### src/logic/timer_pkg.sv
/*
 * Shared constants and types for the 16-bit capture/compare timer.
 * Assumes a single pclk domain and word-aligned APB accesses.
 */
package timer_pkg;

  // register byte offsets
  localparam logic [11:0] OFF_COUNTER  = 12'h000;
  localparam logic [11:0] OFF_CMP_A    = 12'h004;
  localparam logic [11:0] OFF_CMP_B    = 12'h008;
  localparam logic [11:0] OFF_MODE     = 12'h00c;
  localparam logic [11:0] OFF_CAPMODE  = 12'h010;
  localparam logic [11:0] OFF_PRESCALE = 12'h014;
  localparam logic [11:0] OFF_OUTCTL   = 12'h018;

  // counter_mode_control fields
  localparam int MODE_WRAP_BIT = 0;
  localparam int MODE_LO_BIT   = 2;
  // capture_mode_control fields
  localparam int CAP_A_SEL_BIT = 0;
  localparam int CAP_A_INV_BIT = 1;
  localparam int CAP_B_SEL_BIT = 2;
  // prescale_edge_select fields
  localparam int CLK_SEL_LO    = 0;
  localparam int EDGE_A_LO     = 4;
  localparam int EDGE_B_LO     = 6;
  // output_control fields
  localparam int OUT_EN_BIT    = 0;
  localparam int TOG_A_BIT     = 1;
  localparam int PULSE_BIT     = 2;
  localparam int ONESHOT_BIT   = 4;
  localparam int OS_TRIG_BIT   = 6;

  // reset values and counter maximum
  localparam logic [7:0]  REG8_RESET  = 8'h00;
  localparam logic [15:0] REG16_RESET = 16'h0000;
  localparam logic [15:0] COUNT_MAX   = 16'hffff;

  // prescaler divide counts (count clock = pclk / n)
  localparam logic [7:0] DIV_4   = 8'h03;
  localparam logic [7:0] DIV_16  = 8'h0f;
  localparam logic [7:0] DIV_256 = 8'hff;

  typedef enum logic [1:0] {
    OP_STOP      = 2'b00,
    OP_CLR_EDGE  = 2'b01,
    OP_FREE      = 2'b10,
    OP_CLR_MATCH = 2'b11
  } op_mode_t;

  typedef enum logic [1:0] {
    EDGE_FALL = 2'b00,
    EDGE_RISE = 2'b01,
    EDGE_NONE = 2'b10,
    EDGE_BOTH = 2'b11
  } edge_sel_t;

  typedef struct packed {
    logic rise;
    logic fall;
  } edge_evt_t;

endpackage : timer_pkg

### src/logic/count_prescaler.sv
/*
 * Count clock prescaler: produces a one-cycle tick at the selected rate.
 * Assumes pclk is the only clock; tick rate follows the 2-bit select.
 */
`timescale 1ns/1ps
`default_nettype none
module count_prescaler (
  // clock and reset
  input  wire logic       pclk,
  input  wire logic       presetn,
  // control
  input  wire logic [1:0] clk_sel,
  // count clock
  output logic            tick
);
  import timer_pkg::*;

  logic [7:0] div;
  logic [7:0] limit;

  always_comb begin
    case (clk_sel)
      2'b00:   limit = 8'h00;
      2'b01:   limit = DIV_4;
      2'b10:   limit = DIV_16;
      default: limit = DIV_256;
    endcase
  end

  // free running so a mode change never stalls the tick
  always_ff @(posedge pclk or negedge presetn) begin
    if (!presetn) begin
      div  <= 8'h00;
      tick <= 1'b0;
    end else if (div >= limit) begin
      div  <= 8'h00;
      tick <= 1'b1;
    end else begin
      div  <= div + 8'h01;
      tick <= 1'b0;
    end
  end

endmodule : count_prescaler
`default_nettype wire

### src/logic/capture_filter.sv
/*
 * Noise eliminator for one capture input: samples on the count tick and
 * accepts a new level only after two equal samples, then flags the edge.
 * Assumes the pin is already synchronous to pclk.
 */
`timescale 1ns/1ps
`default_nettype none
module capture_filter (
  // clock and reset
  input  wire logic                 pclk,
  input  wire logic                 presetn,
  // sampling
  input  wire logic                 tick,
  input  wire logic                 pin,
  // filtered edges, one-cycle pulses
  output timer_pkg::edge_evt_t      evt
);
  import timer_pkg::*;

  logic s1;
  logic s2;
  logic level;

  // glitches no longer than one tick period never reach level
  always_ff @(posedge pclk or negedge presetn) begin
    if (!presetn) begin
      s1    <= 1'b0;
      s2    <= 1'b0;
      level <= 1'b0;
      evt   <= '0;
    end else begin
      evt <= '0;
      if (tick) begin
        s1 <= pin;
        s2 <= s1;
        if (s1 == s2 && s1 != level) begin
          level    <= s1;
          evt.rise <= s1;
          evt.fall <= ~s1;
        end
      end
    end
  end
endmodule : capture_filter
`default_nettype wire

### src/logic/timer_capture_pulse_output.sv
/*
 * 16-bit timer with capture, square-wave, pulse and one-shot output,
 * reached over APB. Assumes inputs synchronous to pclk and APB3 masters.
 */
// The register addresses and the APB register port were left to the implementer.
`timescale 1ns/1ps
`default_nettype none
module timer_capture_pulse_output (
  // clock and reset
  input  wire logic        pclk,
  input  wire logic        presetn,
  // apb slave
  input  wire logic        psel,
  input  wire logic        penable,
  input  wire logic        pwrite,
  input  wire logic [11:0] paddr,
  input  wire logic [31:0] pwdata,
  output logic [31:0]      prdata,
  output logic             pready,
  output logic             pslverr,
  // capture inputs
  input  wire logic        capture_in_a,
  input  wire logic        capture_in_b,
  // timer output and interrupt requests
  output logic             timer_out_pin,
  output logic             irq_match_a,
  output logic             irq_match_b
);
  import timer_pkg::*;

  ////////////////////////////////////////////////////////////////////////////////
  logic [15:0] main_counter;
  logic [15:0] cmp_cap_a;
  logic [15:0] cmp_cap_b;
  logic [7:0]  counter_mode_control;
  logic [7:0]  capture_mode_control;
  logic [7:0]  prescale_edge_select;
  logic [7:0]  output_control;
  logic        one_shot_armed;

  logic        tick;
  edge_evt_t   evt_a;
  edge_evt_t   evt_b;

  count_prescaler u_prescaler (
    .pclk    (pclk),
    .presetn (presetn),
    .clk_sel (prescale_edge_select[CLK_SEL_LO +: 2]),
    .tick    (tick)
  );

  capture_filter u_filter_a (
    .pclk    (pclk),
    .presetn (presetn),
    .tick    (tick),
    .pin     (capture_in_a),
    .evt     (evt_a)
  );

  capture_filter u_filter_b (
    .pclk    (pclk),
    .presetn (presetn),
    .tick    (tick),
    .pin     (capture_in_b),
    .evt     (evt_b)
  );

  ////////////////////////////////////////////////////////////////////////////////
  // decode of control fields and events
  op_mode_t  op_mode;
  edge_sel_t edge_sel_a;
  edge_sel_t edge_sel_b;
  logic      running;
  logic      reg_a_capture_sel;
  logic      reg_a_inverse_edge_sel;
  logic      reg_b_capture_sel;
  logic      out_enable;
  logic      toggle_on_match_a;
  logic      programmable_pulse;
  logic      one_shot_mode;
  logic      valid_a;
  logic      inverse_a;
  logic      valid_b;
  logic      cap_a_evt;
  logic      cap_b_evt;
  logic      match_a;
  logic      match_b;
  logic      restart;
  logic      sw_trigger;
  logic      wr_en;
  logic      rd_en;

  assign op_mode                = op_mode_t'(counter_mode_control[MODE_LO_BIT +: 2]);
  assign running                = (op_mode != OP_STOP);
  assign edge_sel_a             = edge_sel_t'(prescale_edge_select[EDGE_A_LO +: 2]);
  assign edge_sel_b             = edge_sel_t'(prescale_edge_select[EDGE_B_LO +: 2]);
  assign reg_a_capture_sel      = capture_mode_control[CAP_A_SEL_BIT];
  assign reg_a_inverse_edge_sel = capture_mode_control[CAP_A_INV_BIT];
  assign reg_b_capture_sel      = capture_mode_control[CAP_B_SEL_BIT];
  assign out_enable             = output_control[OUT_EN_BIT];
  assign toggle_on_match_a      = output_control[TOG_A_BIT];
  assign programmable_pulse     = output_control[PULSE_BIT];
  assign one_shot_mode          = output_control[ONESHOT_BIT];

  always_comb begin
    case (edge_sel_a)
      EDGE_FALL: begin
        valid_a   = evt_a.fall;
        inverse_a = evt_a.rise;
      end
      EDGE_RISE: begin
        valid_a   = evt_a.rise;
        inverse_a = evt_a.fall;
      end
      EDGE_BOTH: begin
        valid_a   = evt_a.rise | evt_a.fall;
        inverse_a = 1'b0;
      end
      default: begin
        valid_a   = 1'b0;
        inverse_a = 1'b0;
      end
    endcase
    case (edge_sel_b)
      EDGE_FALL: valid_b = evt_b.fall;
      EDGE_RISE: valid_b = evt_b.rise;
      EDGE_BOTH: valid_b = evt_b.rise | evt_b.fall;
      default:   valid_b = 1'b0;
    endcase
  end

  // a stopped timer ignores its inputs entirely
  assign cap_b_evt = running & reg_b_capture_sel & valid_a;
  assign cap_a_evt = running & reg_a_capture_sel &
                     (reg_a_inverse_edge_sel ? inverse_a : valid_b);
  assign match_a   = running & tick & ~reg_a_capture_sel & (main_counter == cmp_cap_a);
  assign match_b   = running & tick & ~reg_b_capture_sel & (main_counter == cmp_cap_b);
  assign wr_en     = psel & penable & pready & pwrite;
  assign rd_en     = psel & penable & ~pready;
  assign sw_trigger = wr_en & (paddr == OFF_OUTCTL) & pwdata[OS_TRIG_BIT] & one_shot_mode;
  assign restart   = running & ((op_mode == OP_CLR_EDGE) & valid_a | sw_trigger);

  ////////////////////////////////////////////////////////////////////////////////
  // counter
  always_ff @(posedge pclk or negedge presetn) begin
    if (!presetn) begin
      main_counter <= REG16_RESET;
    end else if (!running) begin
      main_counter <= REG16_RESET;
    end else if (restart) begin
      main_counter <= REG16_RESET;
    end else if (match_a && op_mode == OP_CLR_MATCH) begin
      main_counter <= REG16_RESET;
    end else if (tick) begin
      main_counter <= main_counter + 16'h0001;
    end
  end

  ////////////////////////////////////////////////////////////////////////////////
  // compare/capture registers; a capture beats a software write
  always_ff @(posedge pclk or negedge presetn) begin
    if (!presetn) begin
      cmp_cap_a <= REG16_RESET;
      cmp_cap_b <= REG16_RESET;
    end else begin
      if (cap_a_evt) begin
        cmp_cap_a <= main_counter;
      end else if (wr_en && paddr == OFF_CMP_A) begin
        cmp_cap_a <= pwdata[15:0];
      end
      if (cap_b_evt) begin
        cmp_cap_b <= main_counter;
      end else if (wr_en && paddr == OFF_CMP_B) begin
        cmp_cap_b <= pwdata[15:0];
      end
    end
  end

  ////////////////////////////////////////////////////////////////////////////////
  // control registers; the wrap flag set wins over a software clear
  always_ff @(posedge pclk or negedge presetn) begin
    if (!presetn) begin
      counter_mode_control <= REG8_RESET;
      capture_mode_control <= REG8_RESET;
      prescale_edge_select <= REG8_RESET;
      output_control       <= REG8_RESET;
    end else begin
      if (wr_en && paddr == OFF_MODE) begin
        counter_mode_control <= pwdata[7:0];
      end
      if (running && tick && !restart && main_counter == COUNT_MAX &&
          !(match_a && op_mode == OP_CLR_MATCH)) begin
        counter_mode_control[MODE_WRAP_BIT] <= 1'b1;
      end
      if (wr_en && paddr == OFF_CAPMODE) begin
        capture_mode_control <= {5'h00, pwdata[2:0]};
      end
      if (wr_en && paddr == OFF_PRESCALE) begin
        prescale_edge_select <= pwdata[7:0];
      end
      if (wr_en && paddr == OFF_OUTCTL) begin
        // trigger bit is write-only and never stored
        output_control <= pwdata[7:0] & 8'hbf;
      end
    end
  end

  ////////////////////////////////////////////////////////////////////////////////
  // output pin and interrupt requests
  always_ff @(posedge pclk or negedge presetn) begin
    if (!presetn) begin
      timer_out_pin  <= 1'b0;
      one_shot_armed <= 1'b0;
    end else if (!out_enable || !running) begin
      timer_out_pin  <= 1'b0;
      one_shot_armed <= 1'b0;
    end else if (one_shot_mode) begin
      if (restart) begin
        one_shot_armed <= 1'b1;
      end else if (one_shot_armed && match_b) begin
        timer_out_pin <= 1'b1;
      end else if (one_shot_armed && match_a) begin
        timer_out_pin  <= 1'b0;
        one_shot_armed <= 1'b0;
      end
    end else if (programmable_pulse) begin
      // high for counts 0..b, so width b+1 in a period of a+1
      if (match_a) begin
        timer_out_pin <= 1'b1;
      end else if (match_b) begin
        timer_out_pin <= 1'b0;
      end
    end else if (toggle_on_match_a && match_a) begin
      timer_out_pin <= ~timer_out_pin;
    end
  end

  always_ff @(posedge pclk or negedge presetn) begin
    if (!presetn) begin
      irq_match_a <= 1'b0;
      irq_match_b <= 1'b0;
    end else begin
      irq_match_a <= match_a | cap_a_evt |
                     (running & reg_a_capture_sel & reg_a_inverse_edge_sel & valid_b);
      irq_match_b <= match_b | cap_b_evt;
    end
  end

  ////////////////////////////////////////////////////////////////////////////////
  // apb: one wait state, read data and pready both from flops
  always_ff @(posedge pclk or negedge presetn) begin
    if (!presetn) begin
      pready  <= 1'b0;
      pslverr <= 1'b0;
      prdata  <= 32'h0000_0000;
    end else begin
      pready  <= psel & penable & ~pready;
      pslverr <= 1'b0;
      if (rd_en || (psel && penable && !pready)) begin
        case (paddr)
          OFF_COUNTER:  prdata <= {16'h0000, main_counter};
          OFF_CMP_A:    prdata <= {16'h0000, cmp_cap_a};
          OFF_CMP_B:    prdata <= {16'h0000, cmp_cap_b};
          OFF_MODE:     prdata <= {24'h000000, counter_mode_control};
          OFF_CAPMODE:  prdata <= {24'h000000, capture_mode_control};
          OFF_PRESCALE: prdata <= {24'h000000, prescale_edge_select};
          OFF_OUTCTL:   prdata <= {24'h000000, output_control};
          default: begin
            prdata  <= 32'h0000_0000;
            pslverr <= 1'b1;
          end
        endcase
      end
    end
  end
endmodule : timer_capture_pulse_output
`default_nettype wire

### config.mk
export PLATFORM = sky130hd
export DESIGN_NAME = timer_capture_pulse_output
export DESIGN_NICKNAME = d
export VERILOG_FILES = /design/src/logic/timer_pkg.sv /design/src/logic/count_prescaler.sv /design/src/logic/capture_filter.sv /design/src/logic/timer_capture_pulse_output.sv
export SDC_FILE = /design/constraint.sdc
export NUM_CORES = 1
export LEC_CHECK = 0
export ABC_AREA = 1
export BUFFER_PORTS_ARGS = -buffer_cell sky130_fd_sc_hd__buf_4
export CAP_MARGIN = 5
export CORE_MARGIN = 2
export CORE_UTILIZATION = 52
export CTS_CLUSTER_SIZE = 12
export DETAILED_ROUTE_END_ITERATION = 8
export GPL_ROUTABILITY_DRIVEN = 0
export PLACE_DENSITY = 0.78
export SLEW_MARGIN = 10
export SYNTH_ARGS = -nofsm -noshare
export SYNTH_HDL_FRONTEND = slang
export SYNTH_SLANG_ARGS = --single-unit
### constraint.sdc
create_clock -name pclk -period 1.6 [get_ports pclk]
set_input_delay 0.24 -clock pclk [delete_from_list [all_inputs] [get_ports pclk]]
set_output_delay 0.24 -clock pclk [all_outputs]
set_load 0.02 [all_outputs]
==> insert_results.sql, run 1 <==
INSERT INTO impl_metrics (metric_group, metric, value, unit) VALUES
('floorplanning', 'core_area', '12100', 'sq um'),
('clock_network', 'tritoncts', 'yes', ''),
('timing', 'final_period_minus_worst_setup_slack', '1.83', 'ns'),
('yosys', 'synth.avg_cell_area', '7.47', 'sq um'),
('layout', 'diodes', '0', ''),
('place', 'place_ws', '-0.167', 'ns'),
('critical_path', 'crit_arrival', '2.19', 'ns'),
('yosys', 'multiplexer_share_of_the_synthesized_area', '0.174', '%'),
('timing', 'final.setup_skew', '0.00789', 'ns'),
('route', 'drt_iter0_drc', '935', ''),
('place', 'detailed_place_hpwl', '13900', 'um'),
('route', 'postRouteAntennaNets', '0', ''),
('critical_path', 'critPathSlowestCell', 'sky130_fd_sc_hd__dfrtp_2', ''),
('power', 'peakVddDrop', '0.693', 'mV'),
('worst_hold_path', 'min_path_type', 'input pin to flop', ''),
('timing', 'maxClockFrequency', '547', 'MHz'),
('yosys', 'syn_area', '6490', 'sq um'),
('yosys', 'synth_area_leaders', 'sky130_fd_sc_hd__dfrtp_1 44%, sky130_fd_sc_hd__nand2_1 13%, sky130_fd_sc_hd__o21ai_0 7.3%', ''),
('route', 'average_wire_per_standard_cell', '18.5', 'um'),
('timing', 'post_route_setup_slack', '-0.229', 'ns'),
('power', 'cellLeakagePower', '0.00448', 'uW'),
('layout', 'finalNetCount', '1121', ''),
('clock_network', 'clock_tree.root_cell', 'sky130_fd_sc_hd__clkbuf_16', ''),
('floorplanning', 'die_h', '116', 'um'),
('global_route', 'track_usage', '32.6', '%'),
('route', 'post_drt_via_cell_ratio', '5.84', ''),
('layout', 'ff_latch_area', '2890', 'sq um'),
('clock_network', 'cts_made_buffers', '17', ''),
('critical_path', 'worst_setup_path_start_kind', 'flop', ''),
('yosys', 'yosys_warnings', '0', ''),
('floorplanning', 'boundaryPins', '88', ''),
('critical_path', 'critPathMaxStageDelay', '0.46', 'ns'),
('critical_path', 'critPathRequiredTime', '1.96', 'ns'),
('yosys', 'yosys_register_bits', '115', ''),
('yosys', 'yosysSeqAreaShare', '44.4', '%'),
('timing', 'rsz0062_at_grt', 'true', ''),
('timing', 'final.period_utilization', '114', '%'),
('clock_network', 'clock_sink_count', '115', ''),
('power', 'powerDensity', '740', 'nW/um^2'),
('floorplanning', 'die-area', '13400', 'sq um'),
('route', 'num_vias', '7239', ''),
('layout', 'multi_input_area', '3470', 'sq um'),
('yosys', 'netlist_instances', '869', ''),
('outcome', 'violations_in_the_final_reports', 'negative setup slack', ''),
('global_route', 'grt_first_pass_wirelength', '33000', 'um'),
('critical_path', 'family_of_cells_with_the_greatest_summed_delay_on_the_critical_path', 'simple AND/OR/NAND/NOR gates', ''),
('critical_path', 'cp-end-kind', 'flop', ''),
('timing', 'final_setup_violations', '46', ''),
('critical_path', 'critical_path.max_fanout', '6', ''),
('layout', 'area_growth', '44.1', '%'),
('flow_run', 'number_of_max_capacitance_violations_reported', '0', ''),
('timing', 'final-max-slew-violation-count', '0', ''),
('floorplanning', 'die_width', '116', 'um'),
('layout', 'final_cells', '1240', ''),
('route', 'routed_wirelength', '22900', 'um'),
('timing', 'timing.final.hold_violations', '0', ''),
('outcome', 'outcome', 'finished, violations left', ''),
('floorplanning', 'initial_utilization', '53.6', '%'),
('route', 'detailedRoute.firstPassIterationCount', '5', ''),
('critical_path', 'cp_num_buf_inv', '2', ''),
('critical_path', 'critical_path_cell_list', 'buf_4, nand2_1, nand2_1, nor2_1, nand2_1, nor2_1, buf_4, nand4_1, nor2_1, nor2_1, nor2_1, nand2_1, nand2_1', ''),
('timing', 'totalNegativeSetupSlack', '-4.96', 'ns'),
('yosys', 'netlist.area_leader.share', '44.4', '%'),
('clock_network', 'worstSkewPairLatency', '0.43', 'ns'),
('yosys', 'post_synth_num_cell_types', '36', ''),
('clock_network', 'max-clock-path-buffers', '2', ''),
('yosys', 'post_synthesis_compound_gate_area_fraction', '14.2', '%'),
('layout', 'post_route_cells_drive_above_1_share', '33.8', '%'),
('route', 'detail_route.drc_violations', '0', ''),
('floorplanning', 'std_cell_rows', '40', ''),
('critical_path', 'critical_path_class', 'flop to flop', '');
placed cells by master, fill, tap and decap left out, types with 6 or more instances in the layout:
master                        n
sky130_fd_sc_hd__inv_2       15
sky130_fd_sc_hd__nand2_1    214
sky130_fd_sc_hd__buf_4      171
sky130_fd_sc_hd__buf_12      11
sky130_fd_sc_hd__a21oi_1     25
sky130_fd_sc_hd__o21ai_1     17
sky130_fd_sc_hd__o21ai_0     56
sky130_fd_sc_hd__o22ai_1     19
sky130_fd_sc_hd__nand4_1     22
sky130_fd_sc_hd__dfrtp_2      6
sky130_fd_sc_hd__o21ai_2     23
sky130_fd_sc_hd__nor2_1      61
sky130_fd_sc_hd__o211ai_1    17
sky130_fd_sc_hd__clkbuf_16   21
sky130_fd_sc_hd__inv_1       92
sky130_fd_sc_hd__nand3_1     34
sky130_fd_sc_hd__nor2_2      17
sky130_fd_sc_hd__nor2_4       9
sky130_fd_sc_hd__nand2_2     18
sky130_fd_sc_hd__dfrtp_1    109
sky130_fd_sc_hd__nand2_4      7
sky130_fd_sc_hd__conb_1      16
sky130_fd_sc_hd__xor2_1      10
sky130_fd_sc_hd__ha_4         6
sky130_fd_sc_hd__buf_6       11
Yosys cell counts:
cell type / count
sky130_fd_sc_hd__dfrtp_1: 115
sky130_fd_sc_hd__buf_4: 21
sky130_fd_sc_hd__o2111ai_1: 1
sky130_fd_sc_hd__buf_1: 1
sky130_fd_sc_hd__xor2_1: 11
sky130_fd_sc_hd__buf_2: 13
sky130_fd_sc_hd__nand3_1: 40
sky130_fd_sc_hd__o21ai_2: 2
sky130_fd_sc_hd__mux2_2: 1
sky130_fd_sc_hd__clkbuf_1: 9
sky130_fd_sc_hd__nand3_2: 2
sky130_fd_sc_hd__nor2_2: 5
sky130_fd_sc_hd__nand2_1: 233
sky130_fd_sc_hd__a21oi_1: 28
sky130_fd_sc_hd__nor3b_1: 3
sky130_fd_sc_hd__o21ai_0: 94
sky130_fd_sc_hd__inv_2: 9
sky130_fd_sc_hd__conb_1: 1
sky130_fd_sc_hd__nor4_4: 1
sky130_fd_sc_hd__nor3_2: 4
sky130_fd_sc_hd__inv_1: 100
sky130_fd_sc_hd__o221ai_1: 3
sky130_fd_sc_hd__clkinv_1: 1
sky130_fd_sc_hd__o211ai_1: 17
sky130_fd_sc_hd__nand4_1: 22
sky130_fd_sc_hd__ha_1: 10
sky130_fd_sc_hd__nand2_2: 7
sky130_fd_sc_hd__a32oi_1: 1
sky130_fd_sc_hd__nor2_1: 82
sky130_fd_sc_hd__nor4_1: 2
sky130_fd_sc_hd__o22ai_1: 19
sky130_fd_sc_hd__nor3_1: 6
sky130_fd_sc_hd__buf_6: 1
sky130_fd_sc_hd__and3_1: 1
sky130_fd_sc_hd__a31oi_1: 1
sky130_fd_sc_hd__xnor2_1: 2
worst reg2reg max path: stages (launching register included):
cell and delay [ns]:
sky130_fd_sc_hd__dfrtp_2 0.46, sky130_fd_sc_hd__buf_4 0.18, sky130_fd_sc_hd__nand2_1 0.09, sky130_fd_sc_hd__nand2_1 0.06, sky130_fd_sc_hd__nor2_1 0.12, sky130_fd_sc_hd__nand2_1 0.08
sky130_fd_sc_hd__nor2_1 0.10, sky130_fd_sc_hd__buf_4 0.15, sky130_fd_sc_hd__nand4_1 0.14, sky130_fd_sc_hd__nor2_1 0.12, sky130_fd_sc_hd__nor2_1 0.05, sky130_fd_sc_hd__nor2_1 0.09
sky130_fd_sc_hd__nand2_1 0.07, sky130_fd_sc_hd__nand2_1 0.05
per-stage QoR:
stage	total power [uW]	hold slack, ns	utilization [%]	cell area [sq um]
after floorplan	3150	-0.0556	-	6550
after global placement	3320	0.0685	64.9	7860
after detailed placement	3330	0.0680	64.9	7860
after CTS	6900	0.0217	71.7	8680
after global routing	7110	0.0515	77.2	9350
final	6920	0.0330	77.2	9350
path summary, 6_finish.rpt:
check / start / end / slack, ns / cells after the start
min in group asynchronous: presetn / irq_match_a / 0.18 / 2
setup reg to reg: main_counter[0] / timer_out_pin / -0.23 / 13
hold / removal: capture_in_a / u_filter_a.s1 / 0.03 / 3
hold reg to reg: u_filter_a.s1 / u_filter_a.evt[0] / 0.46 / 1
setup / recovery: main_counter[0] / timer_out_pin / -0.23 / 13
max in group asynchronous: presetn / prescale_edge_select[0] / 0.87 / 3
per-layer routing:
metal | up-vias | global-route usage (%) | share of wire [%]
met3 | 132 | 7.32 | 9.2
li1 | 3197 | - | -
met5 | - | 0 | 0
met4 | 0 | 19.6 | 6.1
met1 | 3402 | 40.3 | 37
met2 | 508 | 52.4 | 47
repair_timing:
item / 4_1_cts / 5_1_grt
endpoints found under the setup margin: 59 / 61
pin swaps: 19 / 27
setup buffers: 8 / 16
hold buffers: 1 / 0
hold endpoints to repair: 115 / 0
gates resized for setup: 40 / 148
gates cloned: 2 / 5
final cells by class:
class	instances	share of cell area (%)
clock buffer	19	4.74
clock inverter	12	1.18
inverter	110	4.55
multi-input combinational	614	37.1
sequential	115	30.9
tap	168	2.25
timing repair buffer	201	19.2
timing repair inverter	1	0.120
where the power goes:
group	internal, uW	switching (uW)
combinational	133	231
clock	2160	1440
sequential	2940	17.3
total	5230	1690
cells by family after synthesis:
kind of cell	Yosys count
AND/OR/NAND/NOR	408
AO/OA/AOI/OAI	166
buffers and inverters	155
flip-flops	115
XOR/XNOR	13
adder cells (fa/ha/maj)	10
other	1
multiplexers	1
state kept, by name, indices dropped and copies added, names as in the netlist, 2 cells and up:
register              count
output_control            7
main_counter             16
u_filter_b.evt            2
capture_mode_control      3
u_prescaler.div           8
cmp_cap_a                16
prdata                   16
cmp_cap_b                16
counter_mode_control      8
u_filter_a.evt            2
prescale_edge_select      8
No activity file was read; power rests on OpenSTA's default activity.
==> inputs of run 2 (changes only) <==
Settings changed: ABC_AREA 1 to not set, PLACE_DENSITY 0.78 to 0.75, TNS_END_PERCENT set to 30.
Clock period 1.6 ns to 1.9 ns, I/O delays scaled along.
==> run 2 against run 1 <==
Effect of this change: the flow still finishes with violations (negative setup slack); sequential power decreased by 13%; non-clock buffer count fell by 34; register-to-register slack better by 0.11 ns; clock power shrank 9.7%; area after synthesis is 2.7% lower; utilization down 6.9 points; final area decreased by 10%; cell count decreased by 25%; power shrank 8.7%; combinational power grew 31%; sequential share of layout area increased by 3.6 points; critical endpoint is now main_counter[5]; largest power group unchanged.
==> insert_results.sql, run 2 <==
INSERT INTO impl_metrics (metric_group, metric, value, unit) VALUES
('global_route', 'track_usage', '29.6', '%'),
('layout', 'post_route_cells_drive_above_1_share', '35.9', '%'),
('clock_network', 'tritoncts', 'yes', ''),
('timing', 'max-slew-margin-rel', '58.0', '%'),
('clock_network', 'clock_sink_count', '115', ''),
('outcome', 'violations_in_the_final_reports', 'negative setup slack', ''),
('global_route', 'largest_net_degree_at_the_start_of_global_routing', '76', ''),
('route', 'detailedRoute.firstPassIterationCount', '5', ''),
('timing', 'final.period_utilization', '106', '%'),
('flow_run', 'number_of_max_capacitance_violations_reported', '0', ''),
('critical_path', 'cp-end-kind', 'flop', ''),
('yosys', 'syn_area', '6320', 'sq um'),
('route', 'average_wire_per_standard_cell', '20.0', 'um'),
('timing', 'worstMarginPinSlew', '0.628', 'ns'),
('timing', 'maxClockFrequency', '496', 'MHz'),
('yosys', 'post_synth_num_cell_types', '62', ''),
('yosys', 'synth_top_cell_by_area', 'sky130_fd_sc_hd__dfrtp_1', ''),
('floorplanning', 'boundaryPins', '88', ''),
('yosys', 'netlist.area_leader.share', '45.6', '%'),
('floorplanning', 'die-area', '13000', 'sq um'),
('yosys', 'synth.most_common_cell', 'sky130_fd_sc_hd__dfrtp_1', ''),
('layout', 'diodes', '0', ''),
('yosys', 'synth.avg_cell_area', '10.2', 'sq um'),
('timing', 'final_setup_violations', '27', ''),
('global_route', 'grt_antenna_before_repair', '0', ''),
('clock_network', 'worstSkewPairLatency', '0.42', 'ns'),
('clock_network', 'cts_made_buffers', '17', ''),
('layout', 'area_growth', '32.7', '%'),
('place', 'detailed_place_hpwl', '12800', 'um'),
('route', 'drt_iter0_drc', '593', ''),
('timing', 'rsz0062_at_grt', 'true', ''),
('route', 'num_vias', '5625', ''),
('clock_network', 'max-clock-path-buffers', '2', ''),
('critical_path', 'r2r_setup_slack', '-0.11', 'ns'),
('critical_path', 'worst_setup_path_start_kind', 'flop', ''),
('timing', 'final-max-slew-violation-count', '0', ''),
('layout', 'finalNetCount', '826', ''),
('place', 'placement.cell_area', '7580', 'sq um'),
('route', 'routed_wirelength', '18500', 'um'),
('floorplanning', 'die_width', '114', 'um'),
('clock_network', 'worst_setup_hold_path_clk_slew', '0.05', 'ns'),
('critical_path', 'crit_arrival', '2.29', 'ns'),
('yosys', 'synth_common_cells', '115 x sky130_fd_sc_hd__dfrtp_1, 81 x sky130_fd_sc_hd__nor2_1, 51 x sky130_fd_sc_hd__a21oi_1', ''),
('timing', 'final.setup_skew', '0.00817', 'ns'),
('timing', 'post_route_setup_slack', '-0.114', 'ns'),
('layout', 'mostFrequentLayoutCell', 'sky130_fd_sc_hd__buf_4', ''),
('timing', 'whs', '0.100', 'ns'),
('critical_path', 'critical_path.max_fanout', '16', ''),
('yosys', 'yosys_register_bits', '115', ''),
('yosys', 'ys.flop_type', 'sky130_fd_sc_hd__dfrtp_1', ''),
('clock_network', 'cts_max_level', '4', ''),
('place', 'buffer_ports.inserted', '55', ''),
('worst_hold_path', 'min_path_type', 'input pin to flop', ''),
('yosys', 'synth_area_leaders', 'sky130_fd_sc_hd__dfrtp_1 46%, sky130_fd_sc_hd__mux2i_1 6.5%, sky130_fd_sc_hd__mux2_2 5.2%', ''),
('route', 'postRouteAntennaNets', '0', ''),
('floorplanning', 'std_cell_rows', '40', ''),
('floorplanning', 'die_h', '114', 'um'),
('timing', 'final_period_minus_worst_setup_slack', '2.01', 'ns'),
('global_route', 'grt_first_pass_wirelength', '29600', 'um'),
('power', 'finalPower', '6320', 'uW'),
('yosys', 'netlist_instances', '619', ''),
('critical_path', 'critPathRequiredTime', '2.18', 'ns'),
('global_route', 'overflow', '0', ''),
('floorplanning', 'core_area', '11900', 'sq um'),
('power', 'peakVddDrop', '0.459', 'mV'),
('global_route', 'number_of_global_route_vias_before_repair', '5802', ''),
('critical_path', 'critical_path_class', 'flop to flop', ''),
('yosys', 'postSynth.asyncResetShare', '100', '%'),
('layout', 'postLayoutCoreUtil', '70.4', '%'),
('route', 'post_drt_via_cell_ratio', '6.08', ''),
('outcome', 'outcome', 'finished, violations left', ''),
('floorplanning', 'initial_utilization', '53.0', '%'),
('power', 'cellLeakagePower', '0.00392', 'uW'),
('timing', 'timing.final.hold_violations', '0', ''),
('yosys', 'yosys_warnings', '0', ''),
('clock_network', 'clock_tree.root_cell', 'sky130_fd_sc_hd__clkbuf_16', ''),
('layout', 'layout.cells.most_common_list', '161 x sky130_fd_sc_hd__buf_4, 109 x sky130_fd_sc_hd__dfrtp_1, 79 x sky130_fd_sc_hd__nor2_1, 50 x sky130_fd_sc_hd__a21oi_1, 41 x sky130_fd_sc_hd__mux2i_1', ''),
('yosys', 'yosysSeqAreaShare', '45.6', '%'),
('layout', 'final_cell_area', '8380', 'sq um'),
('route', 'detail_route.drc_violations', '0', ''),
('power', 'powerDensity', '754', 'nW/um^2'),
('layout', 'final.fill_count', '764', ''),
('yosys', 'post_synth_edffs', '0', '');
-- run 2: worst max-delay path, cell delays in order, from the launching register on --
cell and delay (ns):
sky130_fd_sc_hd__dfrtp_1 0.42, sky130_fd_sc_hd__xnor2_2 0.23, sky130_fd_sc_hd__nand4_1 0.13, sky130_fd_sc_hd__or4_4 0.53, sky130_fd_sc_hd__nor3_4 0.19, sky130_fd_sc_hd__a211o_2 0.17, sky130_fd_sc_hd__buf_12 0.14, sky130_fd_sc_hd__a21oi_1 0.06
-- run 2: area by class of cell --
cell class                      count  area (sq um)  area share, %
Clock buffer                       24           512           6.11
Clock inverter                      8          98.8           1.18
Inverter                            9          33.8          0.403
Multi-Input combinational cell    455          3350           40.0
Sequential cell                   115          2890           34.4
Tap cell                          147           184           2.19
Timing Repair Buffer              167          1320           15.7
-- run 2: metrics by stage --
step,cells,setup slack (ns),setup TNS [ns]
3_5_place_dp,887,-0.219,-9.68
2_1_floorplan,634,-0.0275,-0.299
3_3_place_gp,887,-0.127,-4.33
5_1_grt,925,-0.164,-3.55
6_report,925,-0.114,-2.02
4_1_cts,923,-0.0689,-1.12
-- run 2: path summary, 6_finish.rpt --
check | depth (start not counted) | from | endpoint
min | 2 | capture_in_b | u_filter_b.s1
max | 7 | cmp_cap_a[11] | main_counter[5]
max in group asynchronous | 3 | presetn | main_counter[1]
max reg2reg | 7 | cmp_cap_a[11] | main_counter[5]
min reg2reg | 1 | u_filter_b.s2 | u_filter_b.evt[0]
min in group asynchronous | 2 | presetn | prdata[13]
-- run 2: cell families (layout without fill, tap and decap cells) --
group,Yosys count,count (layout),share of synthesized area (%)
other,1,16,0.0594
multiplexers,70,70,11.7
XOR/XNOR,51,51,7.07
AND/OR/NAND/NOR,193,193,16.3
flip-flops,115,115,45.6
AO/OA/AOI/OAI,114,115,12.0
adder cells (fa/ha/maj),10,10,1.98
buffers and inverters,65,208,5.39
-- run 2: what timing repair did --
action,in CTS,in global routing
endpoints found under the hold margin,10,0
hold buffers,1,0
setup buffers,2,2
pin swaps,19,14
resized for setup,18,12
cloned,1,0
setup endpoints to repair,30,30
-- run 2: layer usage --
| metal | vias to the layer above | share of wire (%) | wire length (um) | GRT usage, % |
|---|---|---|---|---|
| li1 | 2480 | - | - | - |
| met1 | 2748 | 39 | 7160 | 35.0 |
| met2 | 333 | 49 | 9020 | 48.7 |
| met3 | 64 | 8.4 | 1550 | 8.95 |
| met4 | 0 | 4.3 | 792 | 15.7 |
| met5 | - | 0 | 0 | 0 |
-- run 2: power breakdown --
group / switching (uW) / internal (uW)
clock: 1120 / 2130
combinational: 288 / 191
sequential: 55.4 / 2530
